$ cat src/core/sto_pkg.sv
// package: constants, codes and carriers for the safe torque off monitor
package sto_pkg;

  // ****************************************
  // timing
  // ****************************************
  localparam int unsigned CLK_HZ = 40_000_000;
  localparam int unsigned CLK_PER_MS = CLK_HZ / 1000;
  localparam int unsigned TRIG_DELAY_MS = 10;
  localparam int unsigned COMMANDED_IND_MS = 100;
  localparam int unsigned DISCREP_IND_MS = 280;
  localparam int unsigned SWITCH_TRAVEL_MS = 200;
  localparam int unsigned DISCREP_CYCLES = CLK_PER_MS * SWITCH_TRAVEL_MS;
  localparam int unsigned SYNC_STAGES = 3;
  localparam int unsigned CNT_W = 23;

  // ****************************************
  // fault codes
  // ****************************************
  localparam logic [2:0] CODE_NONE = 3'h0;
  localparam logic [2:0] CODE_COMMANDED = 3'h1;
  localparam logic [2:0] CODE_A_ABNORMAL = 3'h2;
  localparam logic [2:0] CODE_B_ABNORMAL = 3'h3;
  localparam logic [2:0] CODE_BOTH_ABNORMAL = 3'h4;

  // ****************************************
  // reset values
  // ****************************************
  localparam logic RST_DRIVE = 1'h0;
  localparam logic RST_RUN = 1'h0;

  // ****************************************
  // types
  // ****************************************
  typedef enum logic [1:0] {
    ST_NORMAL = 2'h0,
    ST_DISCREP = 2'h1,
    ST_LOCKED = 2'h3,
    ST_COMMANDED = 2'h2
  } sto_state_e;

  typedef struct packed {
    logic a_closed;
    logic b_closed;
  } chan_s;

  typedef struct packed {
    logic start_cmd;
    logic stop_cmd;
    logic reset_key;
  } cmd_s;

endpackage : sto_pkg

$ cat src/core/chan_sync.sv
// module: multi-stage synchronizer for one safety channel
`timescale 1ns/1ps
`default_nettype none
module chan_sync #(
  parameter int unsigned STAGES = 3
) (
  input wire logic clk,
  input wire logic reset_n,
  input wire logic raw_in,
  output logic sync_out
);

  logic [STAGES-1:0] stage_ff;
  logic [STAGES-1:0] nxt_stage;

  // ****************************************
  // shift chain, first stage read only by second
  // ****************************************
  always_comb begin
    nxt_stage = {stage_ff[STAGES-2:0], raw_in};
  end

  always_ff @(posedge clk) begin
    if (!reset_n) begin
      stage_ff <= '0;
    end else begin
      stage_ff <= nxt_stage;
    end
  end

  assign sync_out = stage_ff[STAGES-1];

endmodule : chan_sync
`default_nettype wire

$ cat src/core/sto_monitor.sv
// module: dual channel safe torque off monitor
// Function
// - both closed: drive permitted, no fault
// - both open: torque off, commanded code
// - first open alone: torque off, first-channel fault
// - second open alone: torque off, second-channel fault
// - distinct code for both channels abnormal
// - drive output off under ten milliseconds
// - channel fault indicated under 280 milliseconds
// - commanded stop indicated under 100 milliseconds
// - any fault ignores run, output disabled
// - reset with channels open keeps output off
// - channels closed: reset clears, start runs again
// - channel faults cleared only by power cycle
// - single channel open: immediate coast, fault
// - channel low means open, high closed
// - torque off overrides every other request
// - commanded fault cleared by reset key, channels closed
// - commanded fault auto-clear by setting
`timescale 1ns/1ps
`default_nettype none
module sto_monitor #(
  parameter int unsigned DISCREP_CYCLES = sto_pkg::DISCREP_CYCLES
) (
  input wire logic clk,
  input wire logic reset_n,
  input wire logic safety_channel_a,
  input wire logic safety_channel_b,
  input wire sto_pkg::cmd_s cmd,
  input wire logic fault_auto_reset_setting,
  output logic drive_enable_ff,
  output logic run_active_ff,
  output logic fault_indication_ff,
  output logic [2:0] fault_code_ff
);

  localparam logic [sto_pkg::CNT_W-1:0] DISCREP_LAST = sto_pkg::CNT_W'(DISCREP_CYCLES - 1);

  // ****************************************
  // channel synchronizers
  // ****************************************
  sto_pkg::chan_s chan;

  chan_sync #(.STAGES(sto_pkg::SYNC_STAGES)) u_sync_a (
    .clk(clk),
    .reset_n(reset_n),
    .raw_in(safety_channel_a),
    .sync_out(chan.a_closed)
  );

  chan_sync #(.STAGES(sto_pkg::SYNC_STAGES)) u_sync_b (
    .clk(clk),
    .reset_n(reset_n),
    .raw_in(safety_channel_b),
    .sync_out(chan.b_closed)
  );

  function automatic logic is_channel_fault(input logic [2:0] code);
    is_channel_fault = (code == sto_pkg::CODE_A_ABNORMAL) || (code == sto_pkg::CODE_B_ABNORMAL)
      || (code == sto_pkg::CODE_BOTH_ABNORMAL);
  endfunction : is_channel_fault

  logic both_closed;
  logic both_open;
  logic a_alone;
  logic b_alone;

  always_comb begin
    both_closed = chan.a_closed && chan.b_closed;
    both_open = !chan.a_closed && !chan.b_closed;
    a_alone = !chan.a_closed && chan.b_closed;
    b_alone = chan.a_closed && !chan.b_closed;
  end

  // ****************************************
  // classification state machine
  // ****************************************
  sto_pkg::sto_state_e state_ff;
  sto_pkg::sto_state_e nxt_state;
  logic [sto_pkg::CNT_W-1:0] cnt_ff;
  logic [sto_pkg::CNT_W-1:0] nxt_cnt;
  logic first_a_ff;
  logic nxt_first_a;
  logic both_seen_ff;
  logic nxt_both_seen;
  logic [2:0] nxt_code;
  logic clear_ok;

  always_comb begin
    nxt_state = state_ff;
    nxt_cnt = cnt_ff;
    nxt_first_a = first_a_ff;
    nxt_both_seen = both_seen_ff;
    nxt_code = fault_code_ff;
    clear_ok = both_closed && (cmd.reset_key || fault_auto_reset_setting);
    case (state_ff)
      sto_pkg::ST_NORMAL: begin
        nxt_cnt = '0;
        nxt_both_seen = 1'h0;
        if (both_open) begin
          nxt_state = sto_pkg::ST_COMMANDED;
          nxt_code = sto_pkg::CODE_COMMANDED;
        end else if (a_alone || b_alone) begin
          nxt_state = sto_pkg::ST_DISCREP;
          nxt_first_a = a_alone;
        end
      end
      sto_pkg::ST_DISCREP: begin
        nxt_cnt = cnt_ff + 1'h1;
        if (both_open) begin
          nxt_state = sto_pkg::ST_COMMANDED;
          nxt_code = sto_pkg::CODE_COMMANDED;
        end else if (both_closed) begin
          nxt_state = sto_pkg::ST_NORMAL;
        end else begin
          if (a_alone != first_a_ff) begin
            nxt_both_seen = 1'h1;
          end
          if (cnt_ff == DISCREP_LAST) begin
            nxt_state = sto_pkg::ST_LOCKED;
            if (nxt_both_seen) begin
              nxt_code = sto_pkg::CODE_BOTH_ABNORMAL;
            end else if (first_a_ff) begin
              nxt_code = sto_pkg::CODE_A_ABNORMAL;
            end else begin
              nxt_code = sto_pkg::CODE_B_ABNORMAL;
            end
          end
        end
      end
      sto_pkg::ST_COMMANDED: begin
        if (clear_ok) begin
          nxt_state = sto_pkg::ST_NORMAL;
          nxt_code = sto_pkg::CODE_NONE;
        end
      end
      sto_pkg::ST_LOCKED: begin
        nxt_state = sto_pkg::ST_LOCKED;
      end
      default: begin
        nxt_state = sto_pkg::ST_LOCKED;
        nxt_code = sto_pkg::CODE_BOTH_ABNORMAL;
      end
    endcase
  end

  always_ff @(posedge clk) begin
    if (!reset_n) begin
      state_ff <= sto_pkg::ST_NORMAL;
      cnt_ff <= '0;
      first_a_ff <= 1'h0;
      both_seen_ff <= 1'h0;
      fault_code_ff <= sto_pkg::CODE_NONE;
    end else begin
      state_ff <= nxt_state;
      cnt_ff <= nxt_cnt;
      first_a_ff <= nxt_first_a;
      both_seen_ff <= nxt_both_seen;
      fault_code_ff <= nxt_code;
    end
  end

  // ****************************************
  // run latch and drive gate
  // ****************************************
  logic nxt_run;
  logic nxt_drive;
  logic nxt_ind;

  always_comb begin
    nxt_run = run_active_ff;
    if (state_ff != sto_pkg::ST_NORMAL || !both_closed) begin
      nxt_run = 1'h0;
    end else if (cmd.stop_cmd) begin
      nxt_run = 1'h0;
    end else if (cmd.start_cmd) begin
      nxt_run = 1'h1;
    end
    nxt_drive = nxt_run;
    nxt_ind = (nxt_code != sto_pkg::CODE_NONE);
  end

  always_ff @(posedge clk) begin
    if (!reset_n) begin
      run_active_ff <= sto_pkg::RST_RUN;
      drive_enable_ff <= sto_pkg::RST_DRIVE;
      fault_indication_ff <= 1'h0;
    end else begin
      run_active_ff <= nxt_run;
      drive_enable_ff <= nxt_drive;
      fault_indication_ff <= nxt_ind;
    end
  end
endmodule : sto_monitor
`default_nettype wire

$ cat config.mk
export PLATFORM = sky130hd
export DESIGN_NAME = sto_monitor
export DESIGN_NICKNAME = d
export VERILOG_FILES = /design/src/core/sto_pkg.sv /design/src/core/chan_sync.sv /design/src/core/sto_monitor.sv
export SDC_FILE = /design/constraint.sdc
export NUM_CORES = 1
export LEC_CHECK = 0
export BUFFER_PORTS_ARGS = -buffer_cell sky130_fd_sc_hd__buf_2
export CAP_MARGIN = 10
export CORE_MARGIN = 2
export CORE_UTILIZATION = 59
export DETAILED_ROUTE_END_ITERATION = 12
export PLACE_DENSITY = 0.83
export SLEW_MARGIN = 20
export SYNTH_ARGS = -nofsm -noshare
export SYNTH_HDL_FRONTEND = slang
export SYNTH_SLANG_ARGS = --single-unit
export TNS_END_PERCENT = 1
$ cat constraint.sdc
create_clock -name clk -period 2.1 [get_ports clk]
set_input_delay 0.315 -clock clk [delete_from_list [all_inputs] [get_ports clk]]
set_output_delay 0.315 -clock clk [all_outputs]
set_load 0.05 [all_outputs]
**Word-level counts from Yosys, hierarchy flattened**

Cells that the tools add are included.
Widths: inputs -> output; s select.

- Logic and storage cells: 64
- Output and inout bits: 6
- Flip-flop bits (word level): 38

- Equality and inequality tests: 10
- Bitwise operators: 2
- Reductions and logical operators: 19
- Add/subtract/negate cells: 1
- Mux-type cells: 23

Operator list:

| kind | number |
|---|---|
| $pmux 23 s2 | 1 |
| $add 23x1->23 const B | 1 |
| $eq 23x23->1 const B | 1 |
| $mux 3 | 6 |
| $mux 2 | 6 |
| $pmux 3 s3 | 1 |
| $reduce_and 3->1 | 3 |
| $pmux 2 s4 | 1 |
| $mux 1 | 7 |
| $ne 2x2->1 const B | 3 |
| $logic_and 1x1->1 | 5 |
| $eq 2x2->1 const B | 2 |
| $ne 4x4->1 const B | 1 |
| $reduce_bool 2->1 | 2 |
| $logic_not 1->1 | 3 |
| $logic_or 1x1->1 | 3 |
| $ne 3x3->1 const B | 1 |
| $reduce_bool 3->1 | 1 |
| $reduce_or 3->1 | 1 |
| $eq 2x1->1 const B | 1 |
| $logic_not 2->1 | 1 |
| $not 1->1 | 2 |
| $pmux 1 s2 | 1 |
| $ne 1x1->1 | 1 |

**Logic depth before layout (Yosys ltp)**

Gate-level depths: netlist of the first run.

- Depth in word-level cells: 13
- Mapped depth: 7

**Hierarchy**

From an unflattened synthesis of the first run, not the netlist that was laid out.

- Cell total of the unflattened synthesis: 206
- Area total of the unflattened synthesis: 1767.9 µm²

Modules (own cells, without submodules):

| module | area an instance (µm²) | cells each | instances |
|---|---|---|---|
| sto_monitor | 1610.3 | 194 | 1 |
| chan_sync | 78.8 | 6 | 2 |

**Worst setup path after synthesis of the first run**

No wires, ideal clock.

- Path kind: register to register
- From: register cnt_ff[0] (netlist bit)
- To: register fault_indication_ff
- Data arrival time: 1566 ps
- Setup time: 124 ps
- Required time: 1976 ps
- Slack: 410 ps
- Stages on the path, launching flop included: 7
- Path through: dfxtp_1 -> ha_1 -> nor4b_2 -> nand4_1 -> o311a_1 -> o221a_2 -> nand3b_1

- Longest elaborated chain between the ends: 6

Ends and longest elaborated chain:

| what | line | RTL |
|---|---|---|
| start: declaration | sto_monitor.sv:80 | `logic [sto_pkg::CNT_W-1:0] cnt_ff;` |
| start signal: assignment | sto_monitor.sv:156 | `cnt_ff <= nxt_cnt;` |
| $eq 23x23->1 | sto_monitor.sv:119 | `if (cnt_ff == DISCREP_LAST) begin` |
| $mux 3 | sto_monitor.sv:119 |  |
| $mux 3 | sto_monitor.sv:113 | `end else if (both_closed) begin` |
| $mux 3 | sto_monitor.sv:110 | `if (both_open) begin` |
| $pmux 3 s3 | sto_monitor.sv:96 | `case (state_ff)` |
| $reduce_bool 3->1 | sto_monitor.sv:180 | `nxt_ind = (nxt_code != sto_pkg::CODE_NONE);` |
| end signal: assignment | sto_monitor.sv:191 | `fault_indication_ff <= nxt_ind;` |
| end: declaration | sto_monitor.sv:33 | `output logic fault_indication_ff,` |

No other way between the ends.
A chain may end at the register's enable or synchronous reset.

**Final worst setup path of the first run**

Same ends and word-level chain as after synthesis.

==> summary.md, run 1 <==
| Metric | Value |
|---|---|
| Status | `completed` |
| Synth top cells by count | `dfxtp_1, nor2_1, nand2_1` |
| Cell count after synthesis | `215` |
| Core ar. | `just over 3000 sq um` |
| ANT nets after route | `0` |
| Area of the die | `approximately 3700 sq um` |
| IO Pins | `14` |
| Routability cong. | `approximately 0.81` |
| TNS Setup | `0 ns` |
| Mean Syn Cell Area | `8.75 sq um` |
| Number of global-route vias before repair | `between 1k and 1.5k` |
| Distinct cells, synth | `45` |
| Share of cells above drive strength 1 | `approximately 15%` |
| DIE HEIGHT | `approximately 60 um` |
| Synth top area cells | `dfxtp_1, xnor2_1, nor2_1` |
| Clock Root Buffer | `clkbuf_4` |
| Clock Latency Late Sink | `approximately 0.34 ns` |
| All-Layer GR Usage | `slightly above 20%` |
| PortBufs | `13` |
| Initial antenna violation count | `0` |
| Hold Path Origin | `safety_channel_a` |
| # hold bufs at CTS | `0` |
| DRT Pass-1 Iters | `4` |
| Hold Path Depth | `2` |
| Clock sinks | `38` |
| Final period utilization | `between 80% and 90%` |
| CTS resizes | `0` |
| Clk slew on worst S/H paths | `about 0.11 ns` |
| Post-synth EDFFs | `0` |
| Routed wire per std cell | `approximately 12 um` |
| Slowest stage delay, CP | `around 0.38 ns` |
| Pwr dens | `a little over 600 nW/um^2` |
| Gr ovfl total | `0` |
| Nets | `240` |
| Final setup violation count | `0` |
| Reg2reg start | `cnt_ff[0]$_SDFFE_PN0P_` |
| Most numerous cell in the Yosys netlist | `dfxtp_1` |
| Slowest-stage cell, CP | `dfxtp_1` |
| Slew Limit Fails | `0` |
| Diode count | `0` |
| Crit path launch type | `register` |
| Site row count | `20` |
| Crit path max fanout | `3` |
| Initial DRC count | `a little over 80` |
| Die W | `between 60 and 70 um` |
| Ys flop type | `dfxtp_1` |
| Post-layout min period | `between 1.5 and 2 ns` |
| Max VDD drop | `between 0.3 and 0.4 mV` |
| Worst Max-Slew Pin Slew | `between 0.4 and 0.5 ns` |
| Post-DP HPWL | `~2400 um` |
| Footprint of the multi-input gates | `between 1000 and 1500 sq um` |
| CP bufs+invs | `0` |
| WP data arrival | `roughly 2.1 ns` |
| Cell area after synthesis | `about 1900 sq um` |
| FILL cells | `between 200 and 300` |
| Yosys top cell by area | `dfxtp_1` |
| RSZ-0062 raised after global routing | `false` |
| First-pass GRT wire length | `approximately 5700 um` |
| Crit. End Element | `register` |
| Area added between synthesis and finish | `6.72%` |
| Area after DPL | `a little under 2000 sq um` |
| Delay-heaviest family, CP | `compound AO/OA/AOI/OAI gates` |
| Mapped Nets | `228` |
| Final Cell Area | `between 2000 and 2500 sq um` |
| Effective utilization at floorplan | `between 60 and 70%` |
| Post-synthesis register bit count | `38` |
| Synth Warn # | `0` |
| Pin count of the biggest net entering global routing | `24` |
| Via density | `between 5 and 6` |
| Max-cap violations | `0` |
| FMAX | `approximately 540 MHz` |
| R2r setup slk | `around 0.23 ns` |
| Min-delay worst type | `primary input to register` |
| RR Endpoint | `fault_indication_ff$_SDFF_PN0_` |
| Worst EP required | `2.33 ns` |
| H-tree levels | `2` |
| Async S/R FF share, synth | `0%` |
| Register area | `between 700 and 800 sq um` |
| DRT Wirelength | `around 3300 um` |
| Drt drc | `0` |
| Post-CTS setup repair buffer count | `0` |
| Sequential area share after synthesis | `40.5%` |
| Min-Delay Endpoint | `u_sync_a.stage_ff[0]$_SDFF_PN0_` |
| CTS tree | `yes` |
| Final Hold Violating Endpoints | `0` |
| Leakage power | `just under 0.7 nW` |
| Max-slew headroom | `~71%` |
| CP Class | `register to register` |
| Vias | `1501` |
| Worst Clk Skew | `roughly 0.011 ns` |
| R2R depth | `6` |
| Share of the synthesized area in the top cell type | `around 40%` |
| CTS buffer count | `5` |
| Worst-path cell chain | `ha_1 > nor4b_2 > nand4_1 > o311a_1 > o221a_2 > nand3b_1` |
| CTS Buffer Depth | `2` |
cell families (layout without fill, tap and decap cells):
logic type	after synthesis	after routing	share of synthesized area [%]
AOI/OAI and AO/OA	28	28	9.25
xor gates and xnor gates	19	19	8.85
muxes	2	2	1.06
DFF	38	38	40.5
buffers and inverters	19	32	5.65
adders and majority gates	5	5	3.33
and+or+nand+nor	104	104	31.4
layout make-up:
cell class | count | area share (%)
clock inverter | 1 | 0.249
timing repair buffer | 16 | 4.36
inverter | 8 | 1.50
tap | 44 | 2.74
sequential | 38 | 37.9
clock buffer | 7 | 2.74
multi-input combinational | 158 | 50.5
state kept, by name (all words and copies together), names as in the netlist:
signal               cells
first_a_ff               1
fault_indication_ff      1
state_ff                 2
run_active_ff            1
u_sync_a.stage_ff        3
cnt_ff                  23
both_seen_ff             1
fault_code_ff            3
u_sync_b.stage_ff        3
through the flow:
stage               cells  total power [mW]  hold slack, ns  utilization (%)  setup WS (ns)
floorplan             215             0.818           0.412                -          0.410
global placement      264             0.837           0.413             63.8          0.345
detailed placement    264             0.838           0.420             63.8          0.243
CTS                   272              1.23           0.168             65.7          0.224
global route          272              1.26           0.172             65.7         0.0895
finish                272              1.21           0.177             65.7          0.232
layout by cell type (no fill, tap or decap), types with 7 or more instances in the layout:
cell | netlist | layout
nand3_1 | 10 | 10
inv_1 | 8 | 8
buf_2 | 1 | 13
nor2_1 | 30 | 30
nand2_1 | 17 | 17
o21ai_0 | 10 | 10
nor3_1 | 7 | 7
dfxtp_1 | 38 | 38
xnor2_1 | 14 | 14
a21oi_1 | 8 | 8
metal layers:
metal	wire length, um	track usage (%)	up-vias
met1	1590	27.5	689
li1	-	-	772
met4	44	6.83	0
met5	0	0	-
met2	1520	33.1	33
met3	188	5.12	7
report_power, final:
part           total, mW  internal [mW]  leakage (nW)  switching (mW)
clock              0.392          0.162        0.0353           0.230
sequential         0.742          0.733         0.308         0.00917
combinational     0.0797         0.0294         0.346          0.0503
worst max path at each step:
stage | from | to | slack [ns] | cells past startpoint
final | cnt_ff[0]$_SDFFE_PN0P_ | fault_indication_ff$_SDFF_PN0_ | 0.23 | 6
after global routing | cnt_ff[0]$_SDFFE_PN0P_ | fault_indication_ff$_SDFF_PN0_ | 0.09 | 6
after CTS | cnt_ff[0]$_SDFFE_PN0P_ | fault_indication_ff$_SDFF_PN0_ | 0.22 | 6
after detailed placement | cnt_ff[0]$_SDFFE_PN0P_ | fault_indication_ff$_SDFF_PN0_ | 0.24 | 6
after global placement | cnt_ff[0]$_SDFFE_PN0P_ | fault_indication_ff$_SDFF_PN0_ | 0.35 | 6
after floorplan | cnt_ff[0]$_SDFFE_PN0P_ | fault_indication_ff$_SDFF_PN0_ | 0.41 | 6
Power figures use the tool's default switching activity.
==> inputs of run 2 (changes only) <==
Settings changed: REMOVE_ABC_BUFFERS from default to 1.
==> run 2 against run 1 <==
Utilization rose by 0.25 points. Hold slack got worse by 0.0079 ns. Non-clock buffer count rose by 1. Die area did not move. Clock skew fell by 0.0040 ns.
==> summary.md, run 2 (synthesis results as in run 1) <==
| Metric | Value |
|---|---|
| R2r setup slk | `0.26 ns (was 0.23 ns)` |
| Clock Latency Late Sink | `0.35 ns (was 0.34 ns)` |
| Cell count along the critical path | `6 (unchanged)` |
| Gr ovfl total | `0 (unchanged)` |
| Highest-count cells in the layout ignoring fill and taps | `dfxtp_1, nor2_1, nand2_1 (unchanged)` |
| FMAX | `542 MHz (was 535 MHz)` |
| Most common library cell in the layout ignoring fill and taps | `dfxtp_1 (unchanged)` |
| Number of global-route vias before repair | `1294 (was 1306)` |
| Crit. End Element | `register (unchanged)` |
| R2R depth | `6 (unchanged)` |
| Leakage power | `0.694 nW (was 0.690 nW)` |
| CTS tree | `yes (unchanged)` |
| Area of the die | `3650 sq um (unchanged)` |
| Post-CTS setup repair buffer count | `0 (unchanged)` |
| Final period utilization | `87.8% (was 88.9%)` |
| Via density | `5.44 (was 5.52)` |
| CP Class | `register to register (unchanged)` |
| Worst Max-Slew Pin Slew | `0.412 ns (was 0.433 ns)` |
| Biggest register | `cnt_ff (unchanged)` |
| Site row count | `20 (unchanged)` |
| Largest register FFs | `23 (unchanged)` |
| Clock network fraction of total power | `32.3% (about the same)` |
| Delay-heaviest family, CP | `compound AO/OA/AOI/OAI gates (unchanged)` |
| Final Hold Violating Endpoints | `0 (unchanged)` |
| Reg2reg start | `cnt_ff[0]$_SDFFE_PN0P_ (unchanged)` |
| Seq pwr share | `61.0% (was 61.1%)` |
| Clock sinks | `38 (unchanged)` |
| Hold Path Origin | `safety_channel_b (was safety_channel_a)` |
| PortBufs | `13 (unchanged)` |
| IO Pins | `14 (unchanged)` |
| DRT Pass-1 Iters | `4 (unchanged)` |
| Worst Clk Skew | `0.00655 ns (was 0.0106 ns)` |
| DIE HEIGHT | `60.5 um (unchanged)` |
| Nets | `241 (was 240)` |
| Vias | `1486 (was 1501)` |
| Min-delay worst type | `primary input to register (unchanged)` |
| Switching share of power | `23.9% (about the same)` |
| Core ar. | `3050 sq um (unchanged)` |
| Crit path max fanout | `3 (unchanged)` |
| Post-layout min period | `1.84 ns (was 1.87 ns)` |
| Final setup violation count | `0 (unchanged)` |
| Share of cells above drive strength 1 | `15.7% (was 15.4%)` |
| Pin count of the biggest net entering global routing | `15 (was 24)` |
| Clk slew on worst S/H paths | `0.10 ns (was 0.11 ns)` |
| DRT Wirelength | `3290 um (was 3340 um)` |
| RR Endpoint | `fault_indication_ff$_SDFF_PN0_ (unchanged)` |
| CP startpoint | `cnt_ff[0]$_SDFFE_PN0P_ (unchanged)` |
| Max-cap violations | `0 (unchanged)` |
| Pwr dens | `604 nW/um^2 (was 605 nW/um^2)` |
| Initial DRC count | `104 (was 81)` |
| All-Layer GR Usage | `21.3% (was 20.7%)` |
| Drt drc | `0 (unchanged)` |
| CTS Buffer Depth | `2 (unchanged)` |
| Slew Limit Fails | `0 (unchanged)` |
| Crit path capture | `fault_indication_ff$_SDFF_PN0_ (unchanged)` |
| Post-DP HPWL | `2380 um (was 2400 um)` |
| ANT nets after route | `0 (unchanged)` |
| H-tree levels | `2 (unchanged)` |
| # hold bufs at CTS | `0 (unchanged)` |
| NetSw | `0.290 mW (about the same)` |
| Worst EP required | `2.34 ns (was 2.33 ns)` |
| Crit path launch type | `register (unchanged)` |
| TNS Setup | `0 ns (unchanged)` |
| Routed wire per std cell | `12.0 um (was 12.3 um)` |
| CTS resizes | `0 (unchanged)` |
| Effective utilization at floorplan | `61.6% (unchanged)` |
| Slowest stage delay, CP | `0.39 ns (was 0.38 ns)` |
| Status | `completed (unchanged)` |
| Diode count | `0 (unchanged)` |
| Routability cong. | `0.812 (was 0.813)` |
| Area added between synthesis and finish | `7.12% (was 6.72%)` |
| Die W | `60.5 um (unchanged)` |
| CTS buffer count | `5 (unchanged)` |
| Fraction of power consumed by combinational cells | `6.7% (was 6.6%)` |
| Initial antenna violation count | `0 (unchanged)` |
| Max-slew headroom | `72.4% (was 71.1%)` |
| RSZ-0062 raised after global routing | `false (unchanged)` |
| Worst-path cell chain | `ha_1 > nor4b_2 > nand4_1 > o311a_1 > o221a_2 > nand3b_1 (unchanged)` |
| Slowest-stage cell, CP | `dfxtp_1 (unchanged)` |
| Internal power | `0.926 mW (was 0.924 mW)` |
| WP data arrival | `2.09 ns (was 2.10 ns)` |
| Final Util | `66.0% (was 65.7%)` |
| CP bufs+invs | `0 (unchanged)` |
| Clock Root Buffer | `clkbuf_4 (unchanged)` |
| First-pass GRT wire length | `5700 um (was 5650 um)` |
| Max VDD drop | `0.515 mV (was 0.373 mV)` |
run 2: cell types whose count changed in the layout (fill, tap and decap cells not counted):
cell and change:
buf_4 +1
run 2: layout make-up:
| type | instances | area [sq um] |
|---|---|---|
| Inverter | 8 | 30.0 |
| Timing Repair Buffer | 17 | 95.1 |
| Tap cell | 44 | 55.1 |
| Clock inverter | 1 | 5.00 |
| Fill cell | 264 | 1040 |
| Sequential cell | 38 | 761 |
| Multi-Input combinational cell | 158 | 1010 |
| Clock buffer | 7 | 55.1 |
run 2: metrics by stage:
stage	cells	cell area, sq um	total power, mW	hold WS [ns]	setup WS [ns]
floorplan	204	1800	0.810	0.412	0.372
detailed placement	265	1950	0.840	0.420	0.274
CTS	273	2010	1.23	0.162	0.263
global placement	265	1950	0.838	0.414	0.339
finish	273	2010	1.22	0.169	0.256
global route	273	2010	1.27	0.151	0.0661
run 2: worst reg2reg max path, cell delays in order (launching register included):
cell and delay, ns:
dfxtp_1 0.39, ha_1 0.18, nor4b_2 0.23, nand4_1 0.19
o311a_1 0.38, o221a_2 0.23, nand3b_1 0.15
run 2: worst min-delay path by stage:
stage	to	depth (start not counted)
6_report	u_sync_b.stage_ff[0]$_SDFF_PN0_	2
5_1_grt	u_sync_b.stage_ff[0]$_SDFF_PN0_	2
2_1_floorplan	u_sync_a.stage_ff[1]$_SDFF_PN0_	1
4_1_cts	u_sync_b.stage_ff[0]$_SDFF_PN0_	2
3_3_place_gp	u_sync_a.stage_ff[1]$_SDFF_PN0_	1
3_5_place_dp	u_sync_a.stage_ff[2]$_SDFF_PN0_	1
run 2: power by group through the flow:
| stage | Clock [mW] | Sequential (mW) | Combinational [mW] |
|---|---|---|---|
| after global placement | 0 | 0.758 | 0.0804 |
| final | 0.393 | 0.742 | 0.0809 |
| after CTS | 0.404 | 0.742 | 0.0814 |
| after detailed placement | 0 | 0.759 | 0.0811 |
| after global routing | 0.437 | 0.744 | 0.0904 |
| after floorplan | 0 | 0.773 | 0.0373 |
run 2: per-layer routing:
| layer | share of wire, % | up-vias | track usage (%) |
|---|---|---|---|
| met5 | 0 | - | 0 |
| met4 | 1.1 | 0 | 9.94 |
| met3 | 4.8 | 2 | 8.32 |
| met2 | 45 | 31 | 30.7 |
| met1 | 49 | 682 | 28.2 |
| li1 | - | 771 | - |
==> inputs of run 3 (changes only) <==
Settings changed: CELL_PAD_IN_SITES_DETAIL_PLACEMENT from default to 1, CELL_PAD_IN_SITES_GLOBAL_PLACEMENT from default to 1, CORE_UTILIZATION 59 to 45.
==> run 3 against run 2 <==
Wire length up 26%. Global-route usage shrank 1.2 points. Design area rose by 3.7%. Sequential share of layout area down 1.3 points. Non-clock buffer count stayed put. Critical endpoint unchanged. Largest cell class unchanged. Largest power group unchanged. Highest routed layer unchanged.
==> summary.md, run 3 (synthesis results as in run 1) <==
| Metric | Value |
|---|---|
| CTS tree | `yes (unchanged)` |
| Total chip power | `1.46 mW (was 1.22 mW)` |
| First-pass GRT wire length | `7000 um (was 5700 um)` |
| Initial DRC count | `67 (was 104)` |
| Final period utilization | `90.5% (was 87.8%)` |
| Post-layout min period | `1.90 ns (was 1.84 ns)` |
| CTS buffer count | `5 (unchanged)` |
| Post-CTS setup repair buffer count | `0 (unchanged)` |
| Crit path launch type | `register (unchanged)` |
| FILL cells | `484 (was 264)` |
| Pin count of the biggest net entering global routing | `24 (was 15)` |
| Slowest stage delay, CP | `0.41 ns (was 0.39 ns)` |
| Area added between synthesis and finish | `11.0% (was 7.12%)` |
| Die W | `68.6 um (was 60.5 um)` |
| Gr ovfl total | `0 (unchanged)` |
| Inst Count DP | `271 (was 265)` |
| Worst Max-Slew Pin Slew | `0.374 ns (was 0.412 ns)` |
| Max VDD drop | `0.392 mV (was 0.515 mV)` |
| PortBufs | `13 (unchanged)` |
| # hold bufs at CTS | `0 (unchanged)` |
| Effective utilization at floorplan | `47.0% (was 61.6%)` |
| CTS Buffer Depth | `2 (unchanged)` |
| Hold Path Origin | `safety_channel_a (was safety_channel_b)` |
| WP data arrival | `2.09 ns (about the same)` |
| Initial antenna violation count | `0 (unchanged)` |
| Hold slack | `0.226 ns (was 0.169 ns)` |
| Final worst-path setup slack | `0.199 ns (was 0.256 ns)` |
| RR Endpoint | `fault_indication_ff$_SDFF_PN0_ (unchanged)` |
| DRT Pass-1 Iters | `4 (unchanged)` |
| Final setup violation count | `0 (unchanged)` |
| Drt drc | `0 (unchanged)` |
| Reg2reg start | `cnt_ff[0]$_SDFFE_PN0P_ (unchanged)` |
| NetSw | `0.340 mW (was 0.290 mW)` |
| Biggest register | `cnt_ff (unchanged)` |
| Crit path capture | `fault_indication_ff$_SDFF_PN0_ (unchanged)` |
| R2R depth | `6 (unchanged)` |
| Final Cell Area | `2090 sq um (was 2010 sq um)` |
| CP Class | `register to register (unchanged)` |
| Seq pwr share | `51.0% (was 61.0%)` |
| Post-DP HPWL | `2830 um (was 2380 um)` |
| Routability cong. | `0.763 (was 0.812)` |
| Switching share of power | `23.3% (was 23.9%)` |
| Clk slew on worst S/H paths | `0.08 ns (was 0.10 ns)` |
| Leakage power | `0.715 nW (was 0.694 nW)` |
| Clock network fraction of total power | `43.1% (was 32.3%)` |
| Pwr dens | `698 nW/um^2 (was 604 nW/um^2)` |
| Nets | `241 (unchanged)` |
| Via density | `5.46 (was 5.44)` |
| Area of the die | `4710 sq um (was 3650 sq um)` |
| Min-delay worst type | `primary input to register (unchanged)` |
| Share of cells above drive strength 1 | `16.2% (was 15.7%)` |
| Pre-CTS WS | `0.223 ns (was 0.274 ns)` |
| Clock Root Buffer | `clkbuf_8 (was clkbuf_4)` |
| Largest register FFs | `23 (unchanged)` |
| Highest-count cells in the layout ignoring fill and taps | `dfxtp_1, nor2_1, nand2_1 (unchanged)` |
| CTS resizes | `0 (unchanged)` |
| Crit. End Element | `register (unchanged)` |
| R2r setup slk | `0.20 ns (was 0.26 ns)` |
| Routed wire per std cell | `14.8 um (was 12.0 um)` |
| H-tree levels | `2 (unchanged)` |
| Slew Limit Fails | `0 (unchanged)` |
| Vias | `1524 (was 1486)` |
| TNS Setup | `0 ns (unchanged)` |
| CP startpoint | `cnt_ff[0]$_SDFFE_PN0P_ (unchanged)` |
| DRT Wirelength | `4130 um (was 3290 um)` |
| Area after DPL | `1970 sq um (was 1950 sq um)` |
| Clock sinks | `38 (unchanged)` |
| Worst-path cell chain | `ha_1 > nor4b_2 > nand4_1 > o311a_1 > o221a_2 > nand3b_1 (unchanged)` |
| Clock Latency Late Sink | `0.29 ns (was 0.35 ns)` |
| Site row count | `23 (was 20)` |
| Final Hold Violating Endpoints | `0 (unchanged)` |
| Internal power | `1.12 mW (was 0.926 mW)` |
| Most common library cell in the layout ignoring fill and taps | `dfxtp_1 (unchanged)` |
| Max-cap violations | `0 (unchanged)` |
| Worst EP required | `2.28 ns (was 2.34 ns)` |
| Diode count | `0 (unchanged)` |
| Final Util | `52.2% (was 66.0%)` |
| Max-slew headroom | `75.0% (was 72.4%)` |
| Fraction of power consumed by combinational cells | `6.0% (was 6.7%)` |
| ANT nets after route | `0 (unchanged)` |
| Worst Clk Skew | `0.00984 ns (was 0.00655 ns)` |
| All-Layer GR Usage | `20.1% (was 21.3%)` |
| Core ar. | `4000 sq um (was 3050 sq um)` |
| RSZ-0062 raised after global routing | `false (unchanged)` |
| FMAX | `526 MHz (was 542 MHz)` |
| Final non-filler cell total | `279 (was 273)` |
| Number of global-route vias before repair | `1496 (was 1294)` |
| Status | `completed (unchanged)` |
| DIE HEIGHT | `68.6 um (was 60.5 um)` |
| Crit path max fanout | `3 (unchanged)` |
| Slowest-stage cell, CP | `o311a_1 (was dfxtp_1)` |
| IO Pins | `14 (unchanged)` |
==> run 3: layout make-up <==
cell class	instances	area (sq um)	area share [%]
Clock inverter	3	45.0	2.16
Multi-Input combinational cell	158	1010	48.5
Sequential cell	38	761	36.4
Tap cell	50	62.6	3.00
Clock buffer	5	68.8	3.30
Inverter	8	30.0	1.44
Timing Repair Buffer	17	108	5.15
==> run 3: critical path, delay by kind of cell, from the launching register on <==
| kind | cells | cell delay [ns] |
|---|---|---|
| compound gates | 2 | 0.65 |
| simple gates | 3 | 0.61 |
| flops | 1 | 0.37 |
| fa+ha+maj | 1 | 0.17 |
==> run 3: per-layer routing <==
layer	vias up	global-route usage, %	wire, um
met5	-	0	0
met4	0	7.25	72
met3	8	4.87	96
met2	15	33.2	1990
met1	733	25.3	1970
li1	768	-	-
==> run 3: power groups by stage <==
stage,clock [mW],combinational [mW],sequential (mW)
6_report,0.628,0.0873,0.743
5_1_grt,0.677,0.0966,0.745
4_1_cts,0.642,0.0888,0.743
3_5_place_dp,0,0.0863,0.759
3_3_place_gp,0,0.0842,0.758
2_1_floorplan,0,0.0373,0.773
==> run 3: worst min-delay path by stage <==
stage	slack [ns]	cells after the start	endpoint
after floorplan	0.41	1	u_sync_a.stage_ff[1]$_SDFF_PN0_
after global placement	0.41	1	u_sync_a.stage_ff[1]$_SDFF_PN0_
after detailed placement	0.42	1	u_sync_b.stage_ff[1]$_SDFF_PN0_
after CTS	0.23	2	u_sync_b.stage_ff[0]$_SDFF_PN0_
after global routing	0.22	2	u_sync_b.stage_ff[0]$_SDFF_PN0_
final	0.23	2	u_sync_a.stage_ff[0]$_SDFF_PN0_
